$ cat src/pcs_pkg.sv
// constants for the phy control tail and status register block
`default_nettype none
package pcs_pkg;
   localparam int          APB_AW       = 8;
   localparam int          APB_DW       = 32;
   localparam int          REG_W        = 16;
   // register indices; byte address is four times the index
   localparam int          CTRL_IDX     = 0;
   localparam int          STAT_IDX     = 1;
   localparam logic [7:0]  CTRL_ADDR    = 8'(CTRL_IDX * 4);
   localparam logic [7:0]  STAT_ADDR    = 8'(STAT_IDX * 4);
   // control field positions
   localparam int          C_SPD_MSB    = 13;
   localparam int          C_AN_EN      = 12;
   localparam int          C_DUPLEX     = 8;
   localparam int          C_SPD_LSB    = 6;
   localparam int          C_UNIDIR     = 5;
   localparam int          C_RSVD_HI    = 4;
   // status field positions
   localparam int          S_ABIL_HI    = 15;
   localparam int          S_ABIL_LO    = 9;
   localparam int          S_EXT_STAT   = 8;
   localparam int          S_UNI_ABLE   = 7;
   localparam int          S_SHORT_HDR  = 6;
   localparam int          S_AN_DONE    = 5;
   localparam int          S_RFAULT     = 4;
   localparam int          S_AN_ABLE    = 3;
   localparam int          S_LINK       = 2;
   localparam int          S_JABBER     = 1;
   localparam int          S_EXT_CAP    = 0;
   localparam int          ABIL_W       = S_ABIL_HI - S_ABIL_LO + 1;
   // reset values
   localparam logic        DUPLEX_RST   = 1'b0;
   typedef enum logic [1:0] {
      SPD_10,
      SPD_100,
      SPD_1000,
      SPD_RSVD
   } pcs_speed_type;
endpackage
`default_nettype wire

$ cat src/pcs_regs.sv
// phy control tail and status registers behind an apb slave
`default_nettype none
module pcs_regs #(
   parameter logic [pcs_pkg::ABIL_W-1:0] ABILITY     = 7'h7f,
   parameter logic                       EXT_STATUS  = 1'b1,
   parameter logic                       UNI_ABLE    = 1'b1,
   parameter logic                       DOWNSTREAM  = 1'b0,
   parameter logic                       SHORT_HDR   = 1'b1,
   parameter logic                       AN_ABLE     = 1'b1,
   parameter logic                       EXT_CAP     = 1'b1,
   parameter logic                       FAST_PHY    = 1'b1,
   parameter logic                       SPD_MSB_RST = 1'b1,
   parameter logic                       SPD_LSB_RST = 1'b0
) (
   input  wire logic                        I_CLOCK,
   input  wire logic                        I_RST,
   input  wire logic                        I_PSEL,
   input  wire logic                        I_PENABLE,
   input  wire logic                        I_PWRITE,
   input  wire logic [pcs_pkg::APB_AW-1:0]  I_PADDR,
   input  wire logic [pcs_pkg::APB_DW-1:0]  I_PWDATA,
   input  wire logic [3:0]                  I_PSTRB,
   output logic      [pcs_pkg::APB_DW-1:0]  O_PRDATA,
   output logic                             O_PREADY,
   output logic                             O_PSLVERR,
   input  wire logic                        I_LINK_OK,
   input  wire logic                        I_REMOTE_FAULT,
   input  wire logic                        I_JABBER,
   input  wire logic                        I_AN_COMPLETE,
   input  wire logic [1:0]                  I_AN_SPEED,
   output logic      [1:0]                  O_SPEED,
   output logic                             O_AN_ENABLE,
   output logic                             O_FULL_DUPLEX,
   output logic                             O_TX_PERMIT
);

   localparam logic UNI_RST = UNI_ABLE & DOWNSTREAM;
   localparam logic AN_RST  = AN_ABLE;
   localparam int   PAD_W   = pcs_pkg::APB_DW - pcs_pkg::REG_W;

   logic                        spd_msb_r;
   logic                        spd_lsb_r;
   logic                        an_en_r;
   logic                        duplex_r;
   logic                        uni_r;
   logic                        rfault_r;
   logic                        jabber_r;
   logic                        link_r;
   logic [pcs_pkg::APB_DW-1:0]  prdata_r;
   logic                        ctrl_hit;
   logic                        stat_hit;
   logic                        setup;
   logic                        access;
   logic                        ctrl_wr;
   logic                        stat_rd;
   logic                        stat_wr;
   logic                        an_done;
   logic                        uni_eff;
   logic                        wr_lo;
   logic                        wr_hi;
   logic [pcs_pkg::REG_W-1:0]   ctrl_word;
   logic [pcs_pkg::REG_W-1:0]   stat_word;
   pcs_pkg::pcs_speed_type      speed_r;
   logic                        tx_permit_r;

   ////////////////////////////////////////////////////////////////////////
   // manual speed code; the reserved pair keeps a code of its own so that
   // a stray write is never mistaken for a legal speed
   function automatic pcs_pkg::pcs_speed_type pcs_decode_speed(
      input logic msb,
      input logic lsb
   );
      case ({lsb, msb})
         2'h0: pcs_decode_speed = pcs_pkg::SPD_10;
         2'h1: pcs_decode_speed = pcs_pkg::SPD_100;
         2'h2: pcs_decode_speed = pcs_pkg::SPD_1000;
         default: pcs_decode_speed = pcs_pkg::SPD_RSVD;
      endcase
   endfunction

   ////////////////////////////////////////////////////////////////////////
   // bus decode: zero wait states, ready follows the access phase
   assign setup     = I_PSEL & ~I_PENABLE;
   assign access    = I_PSEL & I_PENABLE;
   assign ctrl_hit  = (I_PADDR == pcs_pkg::CTRL_ADDR);
   assign stat_hit  = (I_PADDR == pcs_pkg::STAT_ADDR);
   assign ctrl_wr   = access & I_PWRITE & ctrl_hit;
   // status writes are decoded only so the checks below can watch them
   assign stat_wr   = access & I_PWRITE & stat_hit;
   // snapshot and clear-on-read share the setup edge of a status read
   assign stat_rd   = setup & ~I_PWRITE & stat_hit;
   assign wr_lo     = ctrl_wr & I_PSTRB[0];
   assign wr_hi     = ctrl_wr & I_PSTRB[1];
   assign O_PREADY  = access;
   assign O_PSLVERR = access & ~(ctrl_hit | stat_hit);

   ////////////////////////////////////////////////////////////////////////
   // control bits
   always_ff @(posedge I_CLOCK) begin
      if (I_RST) begin
         spd_msb_r <= SPD_MSB_RST;
      end else if (wr_hi) begin
         spd_msb_r <= I_PWDATA[pcs_pkg::C_SPD_MSB];
      end
   end

   // without the ability a written one is simply dropped
   always_ff @(posedge I_CLOCK) begin
      if (I_RST) begin
         an_en_r <= AN_RST;
      end else if (wr_hi) begin
         an_en_r <= I_PWDATA[pcs_pkg::C_AN_EN] & AN_ABLE;
      end
   end

   always_ff @(posedge I_CLOCK) begin
      if (I_RST) begin
         duplex_r <= pcs_pkg::DUPLEX_RST;
      end else if (wr_hi) begin
         duplex_r <= I_PWDATA[pcs_pkg::C_DUPLEX];
      end
   end

   always_ff @(posedge I_CLOCK) begin
      if (I_RST) begin
         spd_lsb_r <= SPD_LSB_RST;
      end else if (wr_lo) begin
         spd_lsb_r <= I_PWDATA[pcs_pkg::C_SPD_LSB];
      end
   end

   always_ff @(posedge I_CLOCK) begin
      if (I_RST) begin
         uni_r <= UNI_RST;
      end else if (wr_lo) begin
         uni_r <= I_PWDATA[pcs_pkg::C_UNIDIR] & UNI_ABLE;
      end
   end

   always_comb begin
      ctrl_word                     = '0;
      ctrl_word[pcs_pkg::C_SPD_MSB] = spd_msb_r;
      ctrl_word[pcs_pkg::C_AN_EN]   = an_en_r;
      ctrl_word[pcs_pkg::C_DUPLEX]  = duplex_r;
      ctrl_word[pcs_pkg::C_SPD_LSB] = spd_lsb_r;
      ctrl_word[pcs_pkg::C_UNIDIR]  = uni_r;
   end

   ////////////////////////////////////////////////////////////////////////
   // status bits
   assign an_done = AN_ABLE & an_en_r & I_AN_COMPLETE;

   always_comb begin
      stat_word = '0;
      stat_word[pcs_pkg::S_ABIL_HI:pcs_pkg::S_ABIL_LO] = ABILITY;
      stat_word[pcs_pkg::S_EXT_STAT]  = EXT_STATUS;
      stat_word[pcs_pkg::S_UNI_ABLE]  = UNI_ABLE;
      stat_word[pcs_pkg::S_SHORT_HDR] = SHORT_HDR;
      stat_word[pcs_pkg::S_AN_DONE]   = an_done;
      stat_word[pcs_pkg::S_RFAULT]    = rfault_r;
      stat_word[pcs_pkg::S_AN_ABLE]   = AN_ABLE;
      stat_word[pcs_pkg::S_LINK]      = link_r;
      stat_word[pcs_pkg::S_JABBER]    = jabber_r & ~FAST_PHY;
      stat_word[pcs_pkg::S_EXT_CAP]   = EXT_CAP;
   end

   // latched flags: a new event wins over the clear of the same read, so
   // an event never slips between snapshot and clear
   always_ff @(posedge I_CLOCK) begin
      if (I_RST) begin
         rfault_r <= 1'h0;
      end else if (I_REMOTE_FAULT) begin
         rfault_r <= 1'h1;
      end else if (stat_rd) begin
         rfault_r <= 1'h0;
      end
   end

   always_ff @(posedge I_CLOCK) begin
      if (I_RST) begin
         jabber_r <= 1'h0;
      end else if (I_JABBER & ~FAST_PHY) begin
         jabber_r <= 1'h1;
      end else if (stat_rd) begin
         jabber_r <= 1'h0;
      end
   end

   // link reads down after reset and on the first status read, which sets it
   always_ff @(posedge I_CLOCK) begin
      if (I_RST) begin
         link_r <= 1'h0;
      end else if (~I_LINK_OK) begin
         link_r <= 1'h0;
      end else if (stat_rd) begin
         link_r <= 1'h1;
      end
   end

   ////////////////////////////////////////////////////////////////////////
   // read data is loaded in the setup phase so it stands through access
   always_ff @(posedge I_CLOCK) begin
      if (I_RST) begin
         prdata_r <= '0;
      end else if (setup & ~I_PWRITE) begin
         if (stat_hit) begin
            prdata_r <= {{PAD_W{1'b0}}, stat_word};
         end else if (ctrl_hit) begin
            prdata_r <= {{PAD_W{1'b0}}, ctrl_word};
         end else begin
            prdata_r <= '0;
         end
      end
   end

   ////////////////////////////////////////////////////////////////////////
   // link configuration seen by the datapath
   assign uni_eff = uni_r & ~an_en_r & duplex_r;

   always_ff @(posedge I_CLOCK) begin
      if (I_RST) begin
         speed_r <= pcs_decode_speed(SPD_MSB_RST, SPD_LSB_RST);
      end else if (an_en_r) begin
         speed_r <= pcs_pkg::pcs_speed_type'(I_AN_SPEED);
      end else begin
         speed_r <= pcs_decode_speed(spd_msb_r, spd_lsb_r);
      end
   end

   always_ff @(posedge I_CLOCK) begin
      if (I_RST) begin
         tx_permit_r <= 1'h0;
      end else begin
         tx_permit_r <= uni_eff | I_LINK_OK;
      end
   end

   assign O_PRDATA      = prdata_r;
   assign O_SPEED       = speed_r;
   assign O_AN_ENABLE   = an_en_r;
   assign O_FULL_DUPLEX = duplex_r;
   assign O_TX_PERMIT   = tx_permit_r;

   ////////////////////////////////////////////////////////////////////////
   // checks
   rsvd_zero_a: assert property (
      @(posedge I_CLOCK) disable iff (I_RST)
      (access && !I_PWRITE && ctrl_hit)
      |-> (O_PRDATA[pcs_pkg::C_RSVD_HI:0] == '0))
      else $error("reserved control bits read back nonzero");

   uni_able_a: assert property (
      @(posedge I_CLOCK) disable iff (I_RST)
      uni_r |-> UNI_ABLE)
      else $error("unidirectional enable set without ability");

   tx_permit_a: assert property (
      @(posedge I_CLOCK) disable iff (I_RST)
      !$past(I_RST) |-> (O_TX_PERMIT == $past(uni_eff | I_LINK_OK)))
      else $error("transmit permit disagrees with mode and link");

   stat_ro_a: assert property (
      @(posedge I_CLOCK) disable iff (I_RST)
      stat_wr |=> $stable(ctrl_word))
      else $error("status write changed a control bit");

   an_done_a: assert property (
      @(posedge I_CLOCK) disable iff (I_RST)
      !an_en_r |-> !an_done)
      else $error("autoneg complete shown while autoneg disabled");

   jabber_zero_a: assert property (
      @(posedge I_CLOCK) disable iff (I_RST)
      (access && !I_PWRITE && stat_hit && FAST_PHY)
      |-> !O_PRDATA[pcs_pkg::S_JABBER])
      else $error("jabber read as one on a fast phy");

   link_hold_a: assert property (
      @(posedge I_CLOCK) disable iff (I_RST)
      !I_LINK_OK |=> !link_r)
      else $error("link status not latched low after failure");

   fault_latch_a: assert property (
      @(posedge I_CLOCK) disable iff (I_RST)
      I_REMOTE_FAULT |=> rfault_r)
      else $error("remote fault not latched");
endmodule
`default_nettype wire

$ cat config.mk
export PLATFORM = sky130hd
export DESIGN_NAME = pcs_regs
export DESIGN_NICKNAME = d
export VERILOG_FILES = /design/src/pcs_pkg.sv /design/src/pcs_regs.sv
export SDC_FILE = /design/constraint.sdc
export NUM_CORES = 1
export LEC_CHECK = 0
export ABC_AREA = 1
export BUFFER_PORTS_ARGS = -buffer_cell sky130_fd_sc_hd__buf_2
export CAP_MARGIN = 10
export CORE_MARGIN = 2
export CORE_UTILIZATION = 33
export DETAILED_ROUTE_END_ITERATION = 16
export GPL_ROUTABILITY_DRIVEN = 0
export HOLD_SLACK_MARGIN = 0.15
export PLACE_DENSITY_LB_ADDON = 0.15
export SETUP_SLACK_MARGIN = 0.02
export SYNTH_ARGS = -nofsm -noshare
export SYNTH_HDL_FRONTEND = slang
export SYNTH_SLANG_ARGS = --single-unit
$ cat constraint.sdc
create_clock -name I_CLOCK -period 0.8 [get_ports I_CLOCK]
set_input_delay 0.08 -clock I_CLOCK [delete_from_list [all_inputs] [get_ports I_CLOCK]]
set_output_delay 0.08 -clock I_CLOCK [all_outputs]
set_load 0.005 [all_outputs]
== After elaboration in Yosys (flattened, before gate mapping) ==
Cells that the tools add are included.

* Equality and inequality tests: 3
* Muxes and demuxes: 6
* Bitwise logic cells: 19
* Reduce and logical (&&, ||, !) cells: 4

{| class="wikitable"
|+ Operators with widths
! cell !! number
|-
| 2-to-1 mux 16 bit || 1
|-
| 2-to-1 mux 14 bit || 1
|-
| AND 1 bit || 12
|-
| == test 8 x 3 -> 1 bit, second input constant || 1
|-
| zero test 8 bit || 1
|-
| one-hot mux 2 bit (3 select lines) || 1
|-
| NOT 1 bit || 5
|-
| == test 2 x 1 -> 1 bit, second input constant || 1
|-
| == test 2 bit, second input constant || 1
|-
| zero test 2 bit || 1
|-
| 2-to-1 mux 1 bit || 2
|-
| 2-to-1 mux 2 bit || 1
|-
| bitwise OR 1 bit || 2
|-
| nonzero test 2 bit || 1
|-
| OR reduction 2 bit || 1
|}

* Register bits after elaboration: 42
* Bits of input ports: 55
* Word-level logic and storage cells: 42

== Longest topological paths before layout ==
Gate-level depths: netlist of the first run.

* Word-level depth: 6
* Depth in mapped cells: 9
* Gate-level depth less buffers: 8

== Worst setup path after synthesis of the first run ==
Ideal clock, no wire load.

* Kind: input -> register
* Start: input port I_PADDR[7] (netlist name)
* End: register duplex_r (netlist: O_FULL_DUPLEX)
* Library setup time: 0.113 ns
* Arrival time: 0.715 ns
* Required time: 0.687 ns
* Slack: -0.028 ns
* Stages: 6
* Path buffers: 0
* Path through: nor2_1 > nand2_2 > nor2_8 > nand3_2 > nor2_1 > nor2_1

* Cells in the longest elaborated chain, start to end: 3

{| class="wikitable"
|+ RTL lines
! element !! RTL line !! text
|-
| start: declaration || pcs_regs.sv:20 || <nowiki>input wire logic [pcs_pkg::APB_AW-1:0] I_PADDR,</nowiki>
|-
| zero test 8 bit || pcs_regs.sv:85 || <nowiki>assign ctrl_hit = (I_PADDR == pcs_pkg::CTRL_ADDR);</nowiki>
|-
| AND 1 bit || pcs_regs.sv:87 || <nowiki>assign ctrl_wr = access & I_PWRITE & ctrl_hit;</nowiki>
|-
| AND 1 bit || pcs_regs.sv:93 || <nowiki>assign wr_hi = ctrl_wr & I_PSTRB[1];</nowiki>
|-
| end signal: assignment || pcs_regs.sv:118 || <nowiki>duplex_r <= pcs_pkg::DUPLEX_RST;</nowiki>
|-
| end signal: assignment || pcs_regs.sv:120 || <nowiki>duplex_r <= I_PWDATA[pcs_pkg::C_DUPLEX];</nowiki>
|-
| end: declaration || pcs_regs.sv:44 || <nowiki>logic duplex_r;</nowiki>
|}

Every way passes these cells.
A chain may end at the register's enable or synchronous reset.

== Worst setup path in the final report of the first run ==
* Start: register an_en_r (netlist: O_AN_ENABLE)
* End: output port O_AN_ENABLE

{| class="wikitable"
|+ RTL lines
! element !! RTL line !! text
|-
| start: declaration || pcs_regs.sv:43 || <nowiki>logic an_en_r;</nowiki>
|-
| start signal: assignment || pcs_regs.sv:112 || <nowiki>an_en_r <= I_PWDATA[pcs_pkg::C_AN_EN] & AN_ABLE;</nowiki>
|-
| end: declaration || pcs_regs.sv:32 || <nowiki>output logic O_AN_ENABLE,</nowiki>
|}

No word-level cell between the ends.

==> results of run 1 <==
==> kinds of logic (layout without fill, tap and decap cells) <==
| family | after synthesis | after routing |
|---|---|---|
| compound gates | 11 | 11 |
| other cells | 1 | 17 |
| flops | 18 | 18 |
| simple gates | 69 | 69 |
| buf+inv | 44 | 92 |
==> flip-flops by register name, summed over array words and instances (netlist names) <==
register	flops
O_PRDATA	8
link_r	1
O_FULL_DUPLEX	1
uni_r	1
O_AN_ENABLE	1
rfault_r	1
O_SPEED	2
spd_msb_r	1
O_TX_PERMIT	1
spd_lsb_r	1
==> power by group <==
part | internal, mW | total (mW) | switching [mW] | leakage [nW]
Sequential | 0.904 | 0.910 | 0.00569 | 0.152
Clock | 0.175 | 0.448 | 0.273 | 0.0138
Combinational | 0.152 | 0.289 | 0.136 | 0.703
==> final timing paths <==
| check | end | slack, ns | depth (start not counted) | start |
|---|---|---|---|---|
| max | O_AN_ENABLE | -0.08 | 1 | O_AN_ENABLE$_SDFFE_PP1P_ |
| min | O_PRDATA[2]$_SDFFE_PP0P_ | 0.05 | 2 | I_RST |
| max reg2reg | O_TX_PERMIT$_SDFF_PP0_ | -0.01 | 2 | uni_r$_SDFFE_PP0P_ |
| min reg2reg | spd_msb_r$_SDFFE_PP1P_ | 0.47 | 2 | spd_msb_r$_SDFFE_PP1P_ |
==> layer usage <==
layer	part of all wire, %	up-vias
li1	-	529
met1	42	445
met2	52	42
met3	5.4	4
met4	0.84	0
met5	0	-
==> layout make-up <==
type	instances	area (sq um)	area share [%]
Tap cell	33	41.29	2.627
Timing Repair Buffer	71	528.0	33.60
Inverter	18	67.56	4.299
Sequential cell	18	384.1	24.44
Multi-Input combinational cell	97	528.0	33.60
Clock buffer	3	22.52	1.433
==> cells in the final DEF, fill, tap and decap left out, types with 2 or more instances in the layout <==
master	synthesis	routed
clkbuf_4	0	3
a21oi_1	7	6
nor2_4	1	4
buf_6	0	12
dfxtp_4	0	2
nand3_2	2	2
dlygate4sd3_1	0	11
buf_2	1	36
nand3_1	9	8
conb_1	1	17
nand2_1	31	27
dfxtp_2	0	13
dfxtp_1	18	3
inv_1	17	11
buf_4	24	11
inv_2	1	7
nand2_2	3	6
nand4_1	2	2
nor2_1	16	11
nor2_2	2	4
==> timing repair <==
action                     CTS  global route
gates resized for setup     25            25
setup endpoints to repair   26            34
hold buffers                11             1
buffers inserted             6             1
pin swaps                    6            19
hold endpoints to repair    13             8
==> run_summary.xml, run 1 <==
<?xml version="1.0" encoding="UTF-8"?>
<metrics>
  <group name="synth">
    <metric name="synthMostInstantiatedCell" unit="">nand2_1</metric>
    <metric name="simple_gate_fraction_of_synth_area" unit="%">32.39</metric>
    <metric name="synth_seq_cells" unit="">18</metric>
    <metric name="ys_types" unit="">21</metric>
    <metric name="synthesis.area" unit="sq mm">0.001020</metric>
    <metric name="synth.cells.most_frequent" unit="">31 x nand2_1, 24 x buf_4, 18 x dfxtp_1, 17 x inv_1, 16 x nor2_1</metric>
    <metric name="synth-compound-area-share" unit="%">5.767</metric>
    <metric name="yosys.area.top_type" unit="">dfxtp_1</metric>
    <metric name="yosysSeqAreaShare" unit="%">35.34</metric>
    <metric name="main_combinational_cell_family_by_area_after_synthesis" unit="">simple AND/OR/NAND/NOR gates</metric>
    <metric name="synth-xor-area-share" unit="%">0</metric>
    <metric name="synth_top_cell_area_share" unit="%">35.34</metric>
    <metric name="synth_area_per_cell" unit="sq um">7.131</metric>
    <metric name="yosysWarnings" unit="">0</metric>
    <metric name="synth_edf_count" unit="">0</metric>
    <metric name="dominantRegCellSynth" unit="">dfxtp_1</metric>
    <metric name="post_synth_main_area_contributors" unit="">dfxtp_1 35%, buf_4 18%, nand2_1 11%, inv_1 6.3%, nor2_1 5.9%</metric>
    <metric name="syn_inst" unit="">143</metric>
    <metric name="yosys.area_share.adder" unit="%">0</metric>
    <metric name="async_set_or_reset_flop_fraction_in_the_synthesized_netlist" unit="%">0</metric>
    <metric name="synthMuxAreaShare" unit="%">0</metric>
  </group>
  <group name="clock_network">
    <metric name="cts.clk_slew.worst_paths" unit="ns">0.10</metric>
    <metric name="clock_tree.htree_level_count" unit="">1</metric>
    <metric name="tritoncts" unit="">done</metric>
    <metric name="cts_root_buffer" unit="">clkbuf_4</metric>
    <metric name="cts_inserted_buffers" unit="">3</metric>
    <metric name="worstSkewPairLatency" unit="ns">0.29</metric>
    <metric name="max-clock-path-buffers" unit="">2</metric>
    <metric name="cts_sinks" unit="">18</metric>
  </group>
  <group name="cells_and_area">
    <metric name="final_core_utilization" unit="%">52.33</metric>
    <metric name="nFillCells" unit="">305</metric>
    <metric name="final_nets" unit="">264</metric>
    <metric name="number_of_antenna_cells_inserted" unit="">0</metric>
    <metric name="area_growth_syn_to_layout" unit="%">54.11</metric>
    <metric name="layout.cells.non_filler" unit="">240</metric>
    <metric name="share_of_layout_cells_above_drive_strength_1" unit="%">52.66</metric>
    <metric name="final_instance_area" unit="sq mm">0.001572</metric>
  </group>
  <group name="worst_setup_path">
    <metric name="critical_path_buf_inv_count" unit="">1</metric>
    <metric name="cpLargestDelayFamily" unit="">flip-flops</metric>
    <metric name="path_max_fanout" unit="">5</metric>
    <metric name="worst_ep_required_time" unit="ns">0.72</metric>
    <metric name="crit_path_start_kind" unit="">flip-flop</metric>
    <metric name="criticalPathCategory" unit="">flip-flop to primary output</metric>
    <metric name="critPathSlowestCell" unit="">dfxtp_4</metric>
    <metric name="cp_cell_sequence" unit="">buf_6</metric>
    <metric name="worst-endpoint-arrival" unit="ns">0.80</metric>
    <metric name="critical_path.max_stage_delay" unit="ns">0.41</metric>
    <metric name="critical_path.endpoint_type" unit="">primary output</metric>
  </group>
  <group name="sta">
    <metric name="max_fclk" unit="MHz">1134</metric>
    <metric name="fin_ws" unit="ns">-0.08151</metric>
    <metric name="fin_setup_tns" unit="ns">-0.7614</metric>
    <metric name="min_period_over_period" unit="%">110.2</metric>
    <metric name="skew" unit="ns">0.002967</metric>
    <metric name="finalHoldWorstSlack" unit="ns">0.04814</metric>
    <metric name="finalSetupViolations" unit="">21</metric>
    <metric name="timing.final.crit_period" unit="ns">0.8815</metric>
    <metric name="rsz_0062_raised_after_global_routing" unit="">true</metric>
    <metric name="timing_hold_violations_final" unit="">0</metric>
    <metric name="maxSlewViolCount" unit="">0</metric>
  </group>
  <group name="placement">
    <metric name="dp_worst_setup_slack" unit="ns">-0.1935</metric>
    <metric name="dp.cells" unit="">220</metric>
    <metric name="dpl.hpwl" unit="mm">1.799</metric>
    <metric name="port_buffers" unit="">46</metric>
    <metric name="placement.cell_area" unit="sq mm">0.001249</metric>
  </group>
  <group name="power_and_ir_drop">
    <metric name="power.density" unit="mW/mm^2">1047</metric>
    <metric name="vdd_ir_drop_max" unit="mV">0.4328</metric>
    <metric name="pwr_total" unit="mW">1.646</metric>
    <metric name="power.static_leakage" unit="nW">0.8680</metric>
  </group>
  <group name="grt">
    <metric name="grtUsageTotal" unit="%">13.30</metric>
    <metric name="grt_overflow_total" unit="">0</metric>
    <metric name="grt_max_degree" unit="">10</metric>
    <metric name="groute.layer.met1.usage" unit="%">14.34</metric>
    <metric name="grt_pass1_vias" unit="">915</metric>
    <metric name="global_route.peak_usage_layer" unit="">met2</metric>
    <metric name="gr-usage-met3" unit="%">1.310</metric>
    <metric name="initial_antenna_violation_count" unit="">0</metric>
    <metric name="global_route_wire_length_before_repair" unit="mm">3.608</metric>
    <metric name="grt.met2_usage" unit="%">25.75</metric>
  </group>
  <group name="status">
    <metric name="violations" unit="">setup timing</metric>
    <metric name="status" unit="">finished with violations</metric>
  </group>
  <group name="die">
    <metric name="die_width" unit="um">59.59</metric>
    <metric name="start_util" unit="%">33.96</metric>
    <metric name="core_area" unit="sq mm">0.003003</metric>
    <metric name="num_rows" unit="">20</metric>
    <metric name="num_io_pins" unit="">94</metric>
    <metric name="die_y" unit="um">59.59</metric>
    <metric name="design.die.area" unit="sq mm">0.003551</metric>
  </group>
  <group name="route">
    <metric name="wirelength_routed" unit="mm">2.379</metric>
    <metric name="num_vias" unit="">1020</metric>
    <metric name="route.antenna.remaining_nets" unit="">0</metric>
    <metric name="drt_first_pass_iters" unit="">4</metric>
    <metric name="route.detailed.vias_per_inst" unit="">4.250</metric>
    <metric name="remaining_drc_errors" unit="">0</metric>
    <metric name="routedWlPerCell" unit="um">9.913</metric>
    <metric name="drt_iter0_markers" unit="">28</metric>
  </group>
  <group name="worst_hold_path">
    <metric name="holdCritPathClass" unit="">input pin to flip-flop</metric>
  </group>
  <group name="run">
    <metric name="cap_viol_max_count" unit="">0</metric>
  </group>
</metrics>
No activity file was read; power rests on OpenSTA's default activity.
==> run 2: changes to the inputs <==
--- a/config.mk
+++ b/config.mk
@@ -6,14 +6,14 @@
 export NUM_CORES = 1
 export LEC_CHECK = 0
 export ABC_AREA = 1
-export BUFFER_PORTS_ARGS = -buffer_cell sky130_fd_sc_hd__buf_2
+export BUFFER_PORTS_ARGS = -buffer_cell sky130_fd_sc_hd__buf_4
 export CAP_MARGIN = 10
 export CORE_MARGIN = 2
 export CORE_UTILIZATION = 33
 export DETAILED_ROUTE_END_ITERATION = 16
 export GPL_ROUTABILITY_DRIVEN = 0
 export HOLD_SLACK_MARGIN = 0.15
-export PLACE_DENSITY_LB_ADDON = 0.15
+export PLACE_DENSITY = 0.79
 export SETUP_SLACK_MARGIN = 0.02
 export SYNTH_ARGS = -nofsm -noshare
 export SYNTH_HDL_FRONTEND = slang
==> run 2 against run 1 <==
The run ends with hold timing, setup timing left; critical path depth rose by 1; register-to-register slack got worse by 0.11 ns; combinational power rose by 16%; clock power rose by 27%; non-clock buffer count rose by 4; wire length rose by 7.5%; die area did not move; hold slack got worse by 0.053 ns; design area rose by 14%; critical path type unchanged; highest routed layer unchanged.
==> run_summary.xml, run 2 (synthesized netlist as in run 1, its figures left out) <==
<?xml version="1.0" encoding="UTF-8"?>
<metrics>
  <group name="grt">
    <metric name="global_route_wire_length_before_repair" unit="mm">3.746</metric>
    <metric name="grtUsageTotal" unit="%">13.91</metric>
    <metric name="grt_pass1_vias" unit="">941</metric>
    <metric name="grt_overflow_total" unit="">0</metric>
    <metric name="grt_max_degree" unit="">11</metric>
    <metric name="initial_antenna_violation_count" unit="">0</metric>
  </group>
  <group name="clock_network">
    <metric name="clock_tree.htree_level_count" unit="">1</metric>
    <metric name="cts_root_buffer" unit="">clkbuf_4</metric>
    <metric name="max-clock-path-buffers" unit="">2</metric>
    <metric name="cts_inserted_buffers" unit="">3</metric>
    <metric name="ctsHoldBuffers" unit="">10</metric>
    <metric name="cts.clk_slew.worst_paths" unit="ns">0.10</metric>
    <metric name="worstSkewPairLatency" unit="ns">0.30</metric>
    <metric name="cts_sinks" unit="">18</metric>
    <metric name="tritoncts" unit="">done</metric>
  </group>
  <group name="worst_setup_path">
    <metric name="path_max_fanout" unit="">2</metric>
    <metric name="criticalPathCategory" unit="">flip-flop to primary output</metric>
    <metric name="worst-endpoint-arrival" unit="ns">0.88</metric>
    <metric name="critical_path.reg2reg.startpoint" unit="">O_FULL_DUPLEX$_SDFFE_PP0P_</metric>
    <metric name="capture_instance_of_the_worst_register_to_register_path" unit="">O_PRDATA[8]$_SDFFE_PP0P_</metric>
    <metric name="worst_r2r_path_depth" unit="">7</metric>
    <metric name="critical_path.endpoint_type" unit="">primary output</metric>
    <metric name="crit_path_start_kind" unit="">flip-flop</metric>
    <metric name="worst_ep_required_time" unit="ns">0.72</metric>
    <metric name="reg2reg_setup_slack" unit="ns">-0.12</metric>
  </group>
  <group name="power_and_ir_drop">
    <metric name="power.static_leakage" unit="nW">0.9390</metric>
    <metric name="vdd_ir_drop_max" unit="mV">0.8756</metric>
    <metric name="power.density" unit="mW/mm^2">1008</metric>
  </group>
  <group name="worst_hold_path">
    <metric name="timing.hold.worst_endpoint" unit="">O_PRDATA[14]$_SDFFE_PP0P_</metric>
    <metric name="holdCritPathClass" unit="">input pin to flip-flop</metric>
    <metric name="hold-path-cell-count" unit="">2</metric>
    <metric name="worst_hold_startpoint" unit="">I_RST</metric>
  </group>
  <group name="status">
    <metric name="violations" unit="">hold timing, setup timing</metric>
    <metric name="status" unit="">finished with violations</metric>
  </group>
  <group name="cells_and_area">
    <metric name="ff_latch_area" unit="sq um">389.1</metric>
    <metric name="number_of_antenna_cells_inserted" unit="">0</metric>
    <metric name="nFillCells" unit="">265</metric>
    <metric name="final_core_utilization" unit="%">59.75</metric>
    <metric name="multiInputGateArea" unit="sq um">565.5</metric>
    <metric name="layout.cells.non_filler" unit="">245</metric>
    <metric name="layout_common_cells" unit="">42 x buf_4, 26 x nand2_1, 23 x buf_6</metric>
    <metric name="largest_reg_flops" unit="">8</metric>
    <metric name="area_growth_syn_to_layout" unit="%">75.95</metric>
    <metric name="final_nets" unit="">268</metric>
    <metric name="share_of_layout_cells_above_drive_strength_1" unit="%">56.13</metric>
    <metric name="layout_commonest_cell" unit="">buf_4</metric>
  </group>
  <group name="sta">
    <metric name="maxSlewViolCount" unit="">0</metric>
    <metric name="timing_hold_violations_final" unit="">2</metric>
    <metric name="rsz_0062_raised_after_global_routing" unit="">true</metric>
    <metric name="fin_ws" unit="ns">-0.1574</metric>
    <metric name="skew" unit="ns">0.001692</metric>
    <metric name="min_period_over_period" unit="%">119.7</metric>
    <metric name="finalHoldWorstSlack" unit="ns">-0.005284</metric>
    <metric name="finalSetupViolations" unit="">25</metric>
    <metric name="max_fclk" unit="MHz">1044</metric>
    <metric name="timing.final.crit_period" unit="ns">0.9574</metric>
  </group>
  <group name="die">
    <metric name="start_util" unit="%">33.96</metric>
    <metric name="num_io_pins" unit="">94</metric>
    <metric name="num_rows" unit="">20</metric>
    <metric name="core_area" unit="sq mm">0.003003</metric>
    <metric name="die_y" unit="um">59.59</metric>
    <metric name="design.die.area" unit="sq mm">0.003551</metric>
    <metric name="die_width" unit="um">59.59</metric>
  </group>
  <group name="route">
    <metric name="routedWlPerCell" unit="um">10.44</metric>
    <metric name="num_vias" unit="">1045</metric>
    <metric name="remaining_drc_errors" unit="">0</metric>
    <metric name="route.antenna.remaining_nets" unit="">0</metric>
    <metric name="route.detailed.vias_per_inst" unit="">4.265</metric>
    <metric name="drt_iter0_markers" unit="">4</metric>
    <metric name="wirelength_routed" unit="mm">2.557</metric>
    <metric name="drt_first_pass_iters" unit="">4</metric>
  </group>
  <group name="placement">
    <metric name="dpl.hpwl" unit="mm">1.754</metric>
    <metric name="port_buffers" unit="">46</metric>
    <metric name="dp.cells" unit="">224</metric>
  </group>
  <group name="run">
    <metric name="cap_viol_max_count" unit="">0</metric>
  </group>
</metrics>
run 2: layout make-up:
type,instances,area share (%)
inverters,18,4.324
clock buffers,4,2.022
flip-flops and latches,18,21.69
well taps,33,2.301
repair buffers,75,38.15
multi-input cells,97,31.52
run 2: what timing repair did:
action                                  4_1_cts  5_1_grt
resized for setup                            36       37
pin swaps                                     7       21
buffers inserted                              5        4
endpoints found under the hold margin        13        8
endpoints found under the setup margin       27       34
run 2: critical path: stages, from the launching register on:
cell	delay (ns)
dfxtp_4	0.36
buf_6	0.11
buf_6	0.10
run 2: how the worst max path moves through the flow:
stage	startpoint	end	cells past startpoint
after detailed placement	I_PADDR[5]	spd_lsb_r$_SDFFE_PP0P_	7
after floorplan	I_PADDR[0]	spd_lsb_r$_SDFFE_PP0P_	6
after global routing	O_AN_ENABLE$_SDFFE_PP1P_	O_AN_ENABLE	2
final	O_AN_ENABLE$_SDFFE_PP1P_	O_AN_ENABLE	2
after global placement	I_PADDR[5]	uni_r$_SDFFE_PP0P_	7
after CTS	O_AN_ENABLE$_SDFFE_PP1P_	O_AN_ENABLE	2
run 2: metal layers:
metal	routed length (um)	vias to the layer above	global-route usage [%]	part of all wire, %
li1	-	539	-	-
met1	1045	469	15.51	41
met2	1334	33	26.53	52
met3	146	4	1.965	5.7
met4	31	0	4.762	1.2
met5	0	-	0	0
run 2: report_power, final:
part	internal, mW	leakage, nW	switching [mW]
combinational	0.191	0.765	0.144
sequential	0.898	0.153	0.00742
clock	0.278	0.0210	0.290
run 2: per-stage QoR:
step | total power [mW] | cell area (sq um) | setup WS (ns) | setup TNS, ns
CTS | 1.793 | 1650 | -0.1554 | -1.813
finish | 1.809 | 1794 | -0.1574 | -1.787
floorplan | 1.090 | 1104 | 0.01426 | 0
detailed placement | 1.190 | 1381 | -0.1932 | -2.489
global route | 1.909 | 1794 | -0.1873 | -2.939
global placement | 1.187 | 1381 | -0.1850 | -2.205
==> run 3: changes to the inputs <==
--- a/config.mk
+++ b/config.mk
@@ -9,11 +9,11 @@
 export BUFFER_PORTS_ARGS = -buffer_cell sky130_fd_sc_hd__buf_4
 export CAP_MARGIN = 10
 export CORE_MARGIN = 2
-export CORE_UTILIZATION = 33
+export CORE_UTILIZATION = 39
 export DETAILED_ROUTE_END_ITERATION = 16
 export GPL_ROUTABILITY_DRIVEN = 0
 export HOLD_SLACK_MARGIN = 0.15
-export PLACE_DENSITY = 0.79
+export PLACE_DENSITY = 0.87
 export SETUP_SLACK_MARGIN = 0.02
 export SYNTH_ARGS = -nofsm -noshare
 export SYNTH_HDL_FRONTEND = slang
==> constraint.sdc (replaced) <==
create_clock -name I_CLOCK -period 1.2 [get_ports I_CLOCK]
set_input_delay 0.12 -clock I_CLOCK [delete_from_list [all_inputs] [get_ports I_CLOCK]]
set_output_delay 0.12 -clock I_CLOCK [all_outputs]
set_load 0.005 [all_outputs]
==> run 3 against run 2 <==
The flow now finishes without violations; combinational power is 48% lower; critical path depth shrank 1; clock-buffer cell count is the same; flip-flop and latch count did not move; design area shrank 21%; sequential share of layout area is 3.7 points higher; clock power shrank 35%; register-to-register slack better by 0.37 ns; largest cell class unchanged.
==> run_summary.xml, run 3 (synthesized netlist as in run 1, its figures left out) <==
<?xml version="1.0" encoding="UTF-8"?>
<metrics>
  <group name="cells_and_area">
    <metric name="final_nets" unit="">251</metric>
    <metric name="layout.cells.non_filler" unit="">225</metric>
    <metric name="ff_latch_area" unit="sq um">360.3</metric>
    <metric name="layout_commonest_cell" unit="">buf_4</metric>
    <metric name="largest_reg_flops" unit="">8</metric>
    <metric name="final_instance_area" unit="sq mm">0.001421</metric>
    <metric name="share_of_layout_cells_above_drive_strength_1" unit="%">32.31</metric>
    <metric name="nFillCells" unit="">242</metric>
    <metric name="multiInputGateArea" unit="sq um">452.9</metric>
    <metric name="number_of_antenna_cells_inserted" unit="">0</metric>
    <metric name="area_growth_syn_to_layout" unit="%">39.39</metric>
    <metric name="layout_common_cells" unit="">47 x buf_4, 31 x nand2_1, 18 x dfxtp_1</metric>
  </group>
  <group name="grt">
    <metric name="initial_antenna_violation_count" unit="">0</metric>
    <metric name="global_route_wire_length_before_repair" unit="mm">3.015</metric>
    <metric name="grtUsageTotal" unit="%">14.04</metric>
    <metric name="grt_pass1_vias" unit="">776</metric>
    <metric name="grt_max_degree" unit="">13</metric>
    <metric name="grt_overflow_total" unit="">0</metric>
  </group>
  <group name="worst_hold_path">
    <metric name="holdCritPathClass" unit="">input pin to flip-flop</metric>
    <metric name="worst_hold_startpoint" unit="">I_PSTRB[0]</metric>
  </group>
  <group name="worst_setup_path">
    <metric name="cpLargestDelayFamily" unit="">flip-flops</metric>
    <metric name="reg2reg_setup_slack" unit="ns">0.25</metric>
    <metric name="cp_cell_sequence" unit="">buf_4</metric>
    <metric name="capture_instance_of_the_worst_register_to_register_path" unit="">O_PRDATA[12]$_SDFFE_PP0P_</metric>
    <metric name="path_max_fanout" unit="">9</metric>
    <metric name="critical_path.reg2reg.startpoint" unit="">O_AN_ENABLE$_SDFFE_PP1P_</metric>
    <metric name="worstSetupEndpoint" unit="">O_PRDATA[11]</metric>
    <metric name="criticalPathCategory" unit="">flip-flop to primary output</metric>
    <metric name="critical_path.endpoint_type" unit="">primary output</metric>
    <metric name="worst_r2r_path_depth" unit="">6</metric>
    <metric name="worst_ep_required_time" unit="ns">1.08</metric>
    <metric name="crit_path_start_kind" unit="">flip-flop</metric>
    <metric name="critical_path.max_stage_delay" unit="ns">0.49</metric>
    <metric name="critPathSlowestCell" unit="">dfxtp_1</metric>
    <metric name="timing.critical_path.from" unit="">O_PRDATA[14]$_SDFFE_PP0P_</metric>
    <metric name="path_depth" unit="">1</metric>
    <metric name="worst-endpoint-arrival" unit="ns">0.95</metric>
    <metric name="critical_path_buf_inv_count" unit="">1</metric>
  </group>
  <group name="status">
    <metric name="status" unit="">finished, final reports clean</metric>
  </group>
  <group name="clock_network">
    <metric name="tritoncts" unit="">done</metric>
    <metric name="cts.clk_slew.worst_paths" unit="ns">0.10</metric>
    <metric name="clock_tree.htree_level_count" unit="">1</metric>
    <metric name="worstSkewPairLatency" unit="ns">0.30</metric>
    <metric name="cts_inserted_buffers" unit="">3</metric>
    <metric name="cts_root_buffer" unit="">clkbuf_4</metric>
    <metric name="cts_sinks" unit="">18</metric>
    <metric name="max-clock-path-buffers" unit="">2</metric>
    <metric name="setup_fix_bufs_post_cts" unit="">0</metric>
  </group>
  <group name="route">
    <metric name="route.antenna.remaining_nets" unit="">0</metric>
    <metric name="remaining_drc_errors" unit="">0</metric>
    <metric name="route.detailed.vias_per_inst" unit="">4.258</metric>
    <metric name="drt_first_pass_iters" unit="">4</metric>
    <metric name="num_vias" unit="">958</metric>
    <metric name="wirelength_routed" unit="mm">2.045</metric>
    <metric name="drt_iter0_markers" unit="">9</metric>
    <metric name="routedWlPerCell" unit="um">9.089</metric>
  </group>
  <group name="sta">
    <metric name="rsz_0062_raised_after_global_routing" unit="">false</metric>
    <metric name="timing.final.crit_period" unit="ns">1.074</metric>
    <metric name="fin_setup_tns" unit="ns">0</metric>
    <metric name="timing_hold_violations_final" unit="">0</metric>
    <metric name="max_fclk" unit="MHz">931.2</metric>
    <metric name="skew" unit="ns">0.006358</metric>
    <metric name="maxSlewViolCount" unit="">0</metric>
    <metric name="min_period_over_period" unit="%">89.49</metric>
    <metric name="finalHoldWorstSlack" unit="ns">0.1775</metric>
    <metric name="finalSetupViolations" unit="">0</metric>
  </group>
  <group name="placement">
    <metric name="port_buffers" unit="">46</metric>
    <metric name="dp.cells" unit="">210</metric>
    <metric name="placement.cell_area" unit="sq mm">0.001271</metric>
    <metric name="dpl.hpwl" unit="mm">1.583</metric>
  </group>
  <group name="power_and_ir_drop">
    <metric name="pwr_total" unit="mW">1.157</metric>
    <metric name="power.static_leakage" unit="nW">0.7921</metric>
    <metric name="vdd_ir_drop_max" unit="mV">0.8150</metric>
    <metric name="power.density" unit="mW/mm^2">814.3</metric>
  </group>
  <group name="die">
    <metric name="num_rows" unit="">18</metric>
    <metric name="num_io_pins" unit="">94</metric>
    <metric name="design.die.area" unit="sq mm">0.003040</metric>
    <metric name="die_y" unit="um">55.14</metric>
    <metric name="die_width" unit="um">55.14</metric>
    <metric name="start_util" unit="%">41.16</metric>
    <metric name="core_area" unit="sq mm">0.002477</metric>
  </group>
  <group name="run">
    <metric name="cap_viol_max_count" unit="">0</metric>
  </group>
</metrics>
run 3: area by class of cell:
cell class	count	area share, %
multi-input combinational	97	31.87
inverter	18	5.018
clock buffer	4	2.553
timing repair buffer	58	32.57
sequential	18	25.35
tap	30	2.641
run 3: metal layers:
layer | vias up | part of all wire [%] | track usage [%]
met5 | - | 0 | 0
met4 | 0 | 0.93 | 3.659
met3 | 4 | 8.5 | 4.032
met2 | 34 | 52 | 27.78
met1 | 416 | 39 | 14.07
li1 | 504 | - | -
run 3: timing repair:
item / CTS / global route
hold endpoints to repair: 13 / 0
setup endpoints to repair: 0 / 2
gates resized for setup: 0 / 1
hold buffers: 11 / 0
run 3: where the power goes:
part,total [mW],switching (mW),internal [mW],leakage [nW]
combinational,0.175,0.0744,0.101,0.625
clock,0.372,0.187,0.185,0.0210
sequential,0.610,0.00323,0.607,0.146
total,1.16,0.265,0.893,0.792
run 3: worst min path at each step:
stage / depth (start not counted) / slack (ns) / endpoint
floorplan: 1 / 0.19 / O_PRDATA[14]$_SDFFE_PP0P_
global placement: 2 / 0.34 / O_PRDATA[2]$_SDFFE_PP0P_
detailed placement: 2 / 0.34 / O_PRDATA[2]$_SDFFE_PP0P_
CTS: 4 / 0.18 / spd_lsb_r$_SDFFE_PP0P_
global route: 4 / 0.18 / uni_r$_SDFFE_PP0P_
finish: 4 / 0.18 / uni_r$_SDFFE_PP0P_
run 3: per-stage QoR:
stage / worst slack [ns] / utilization [%]
3_3_place_gp: 0.1202 / 51.31
2_1_floorplan: 0.3322 / -
6_report: 0.1261 / 57.37
5_1_grt: 0.04706 / 57.37
3_5_place_dp: 0.1023 / 51.31
4_1_cts: 0.07215 / 57.22
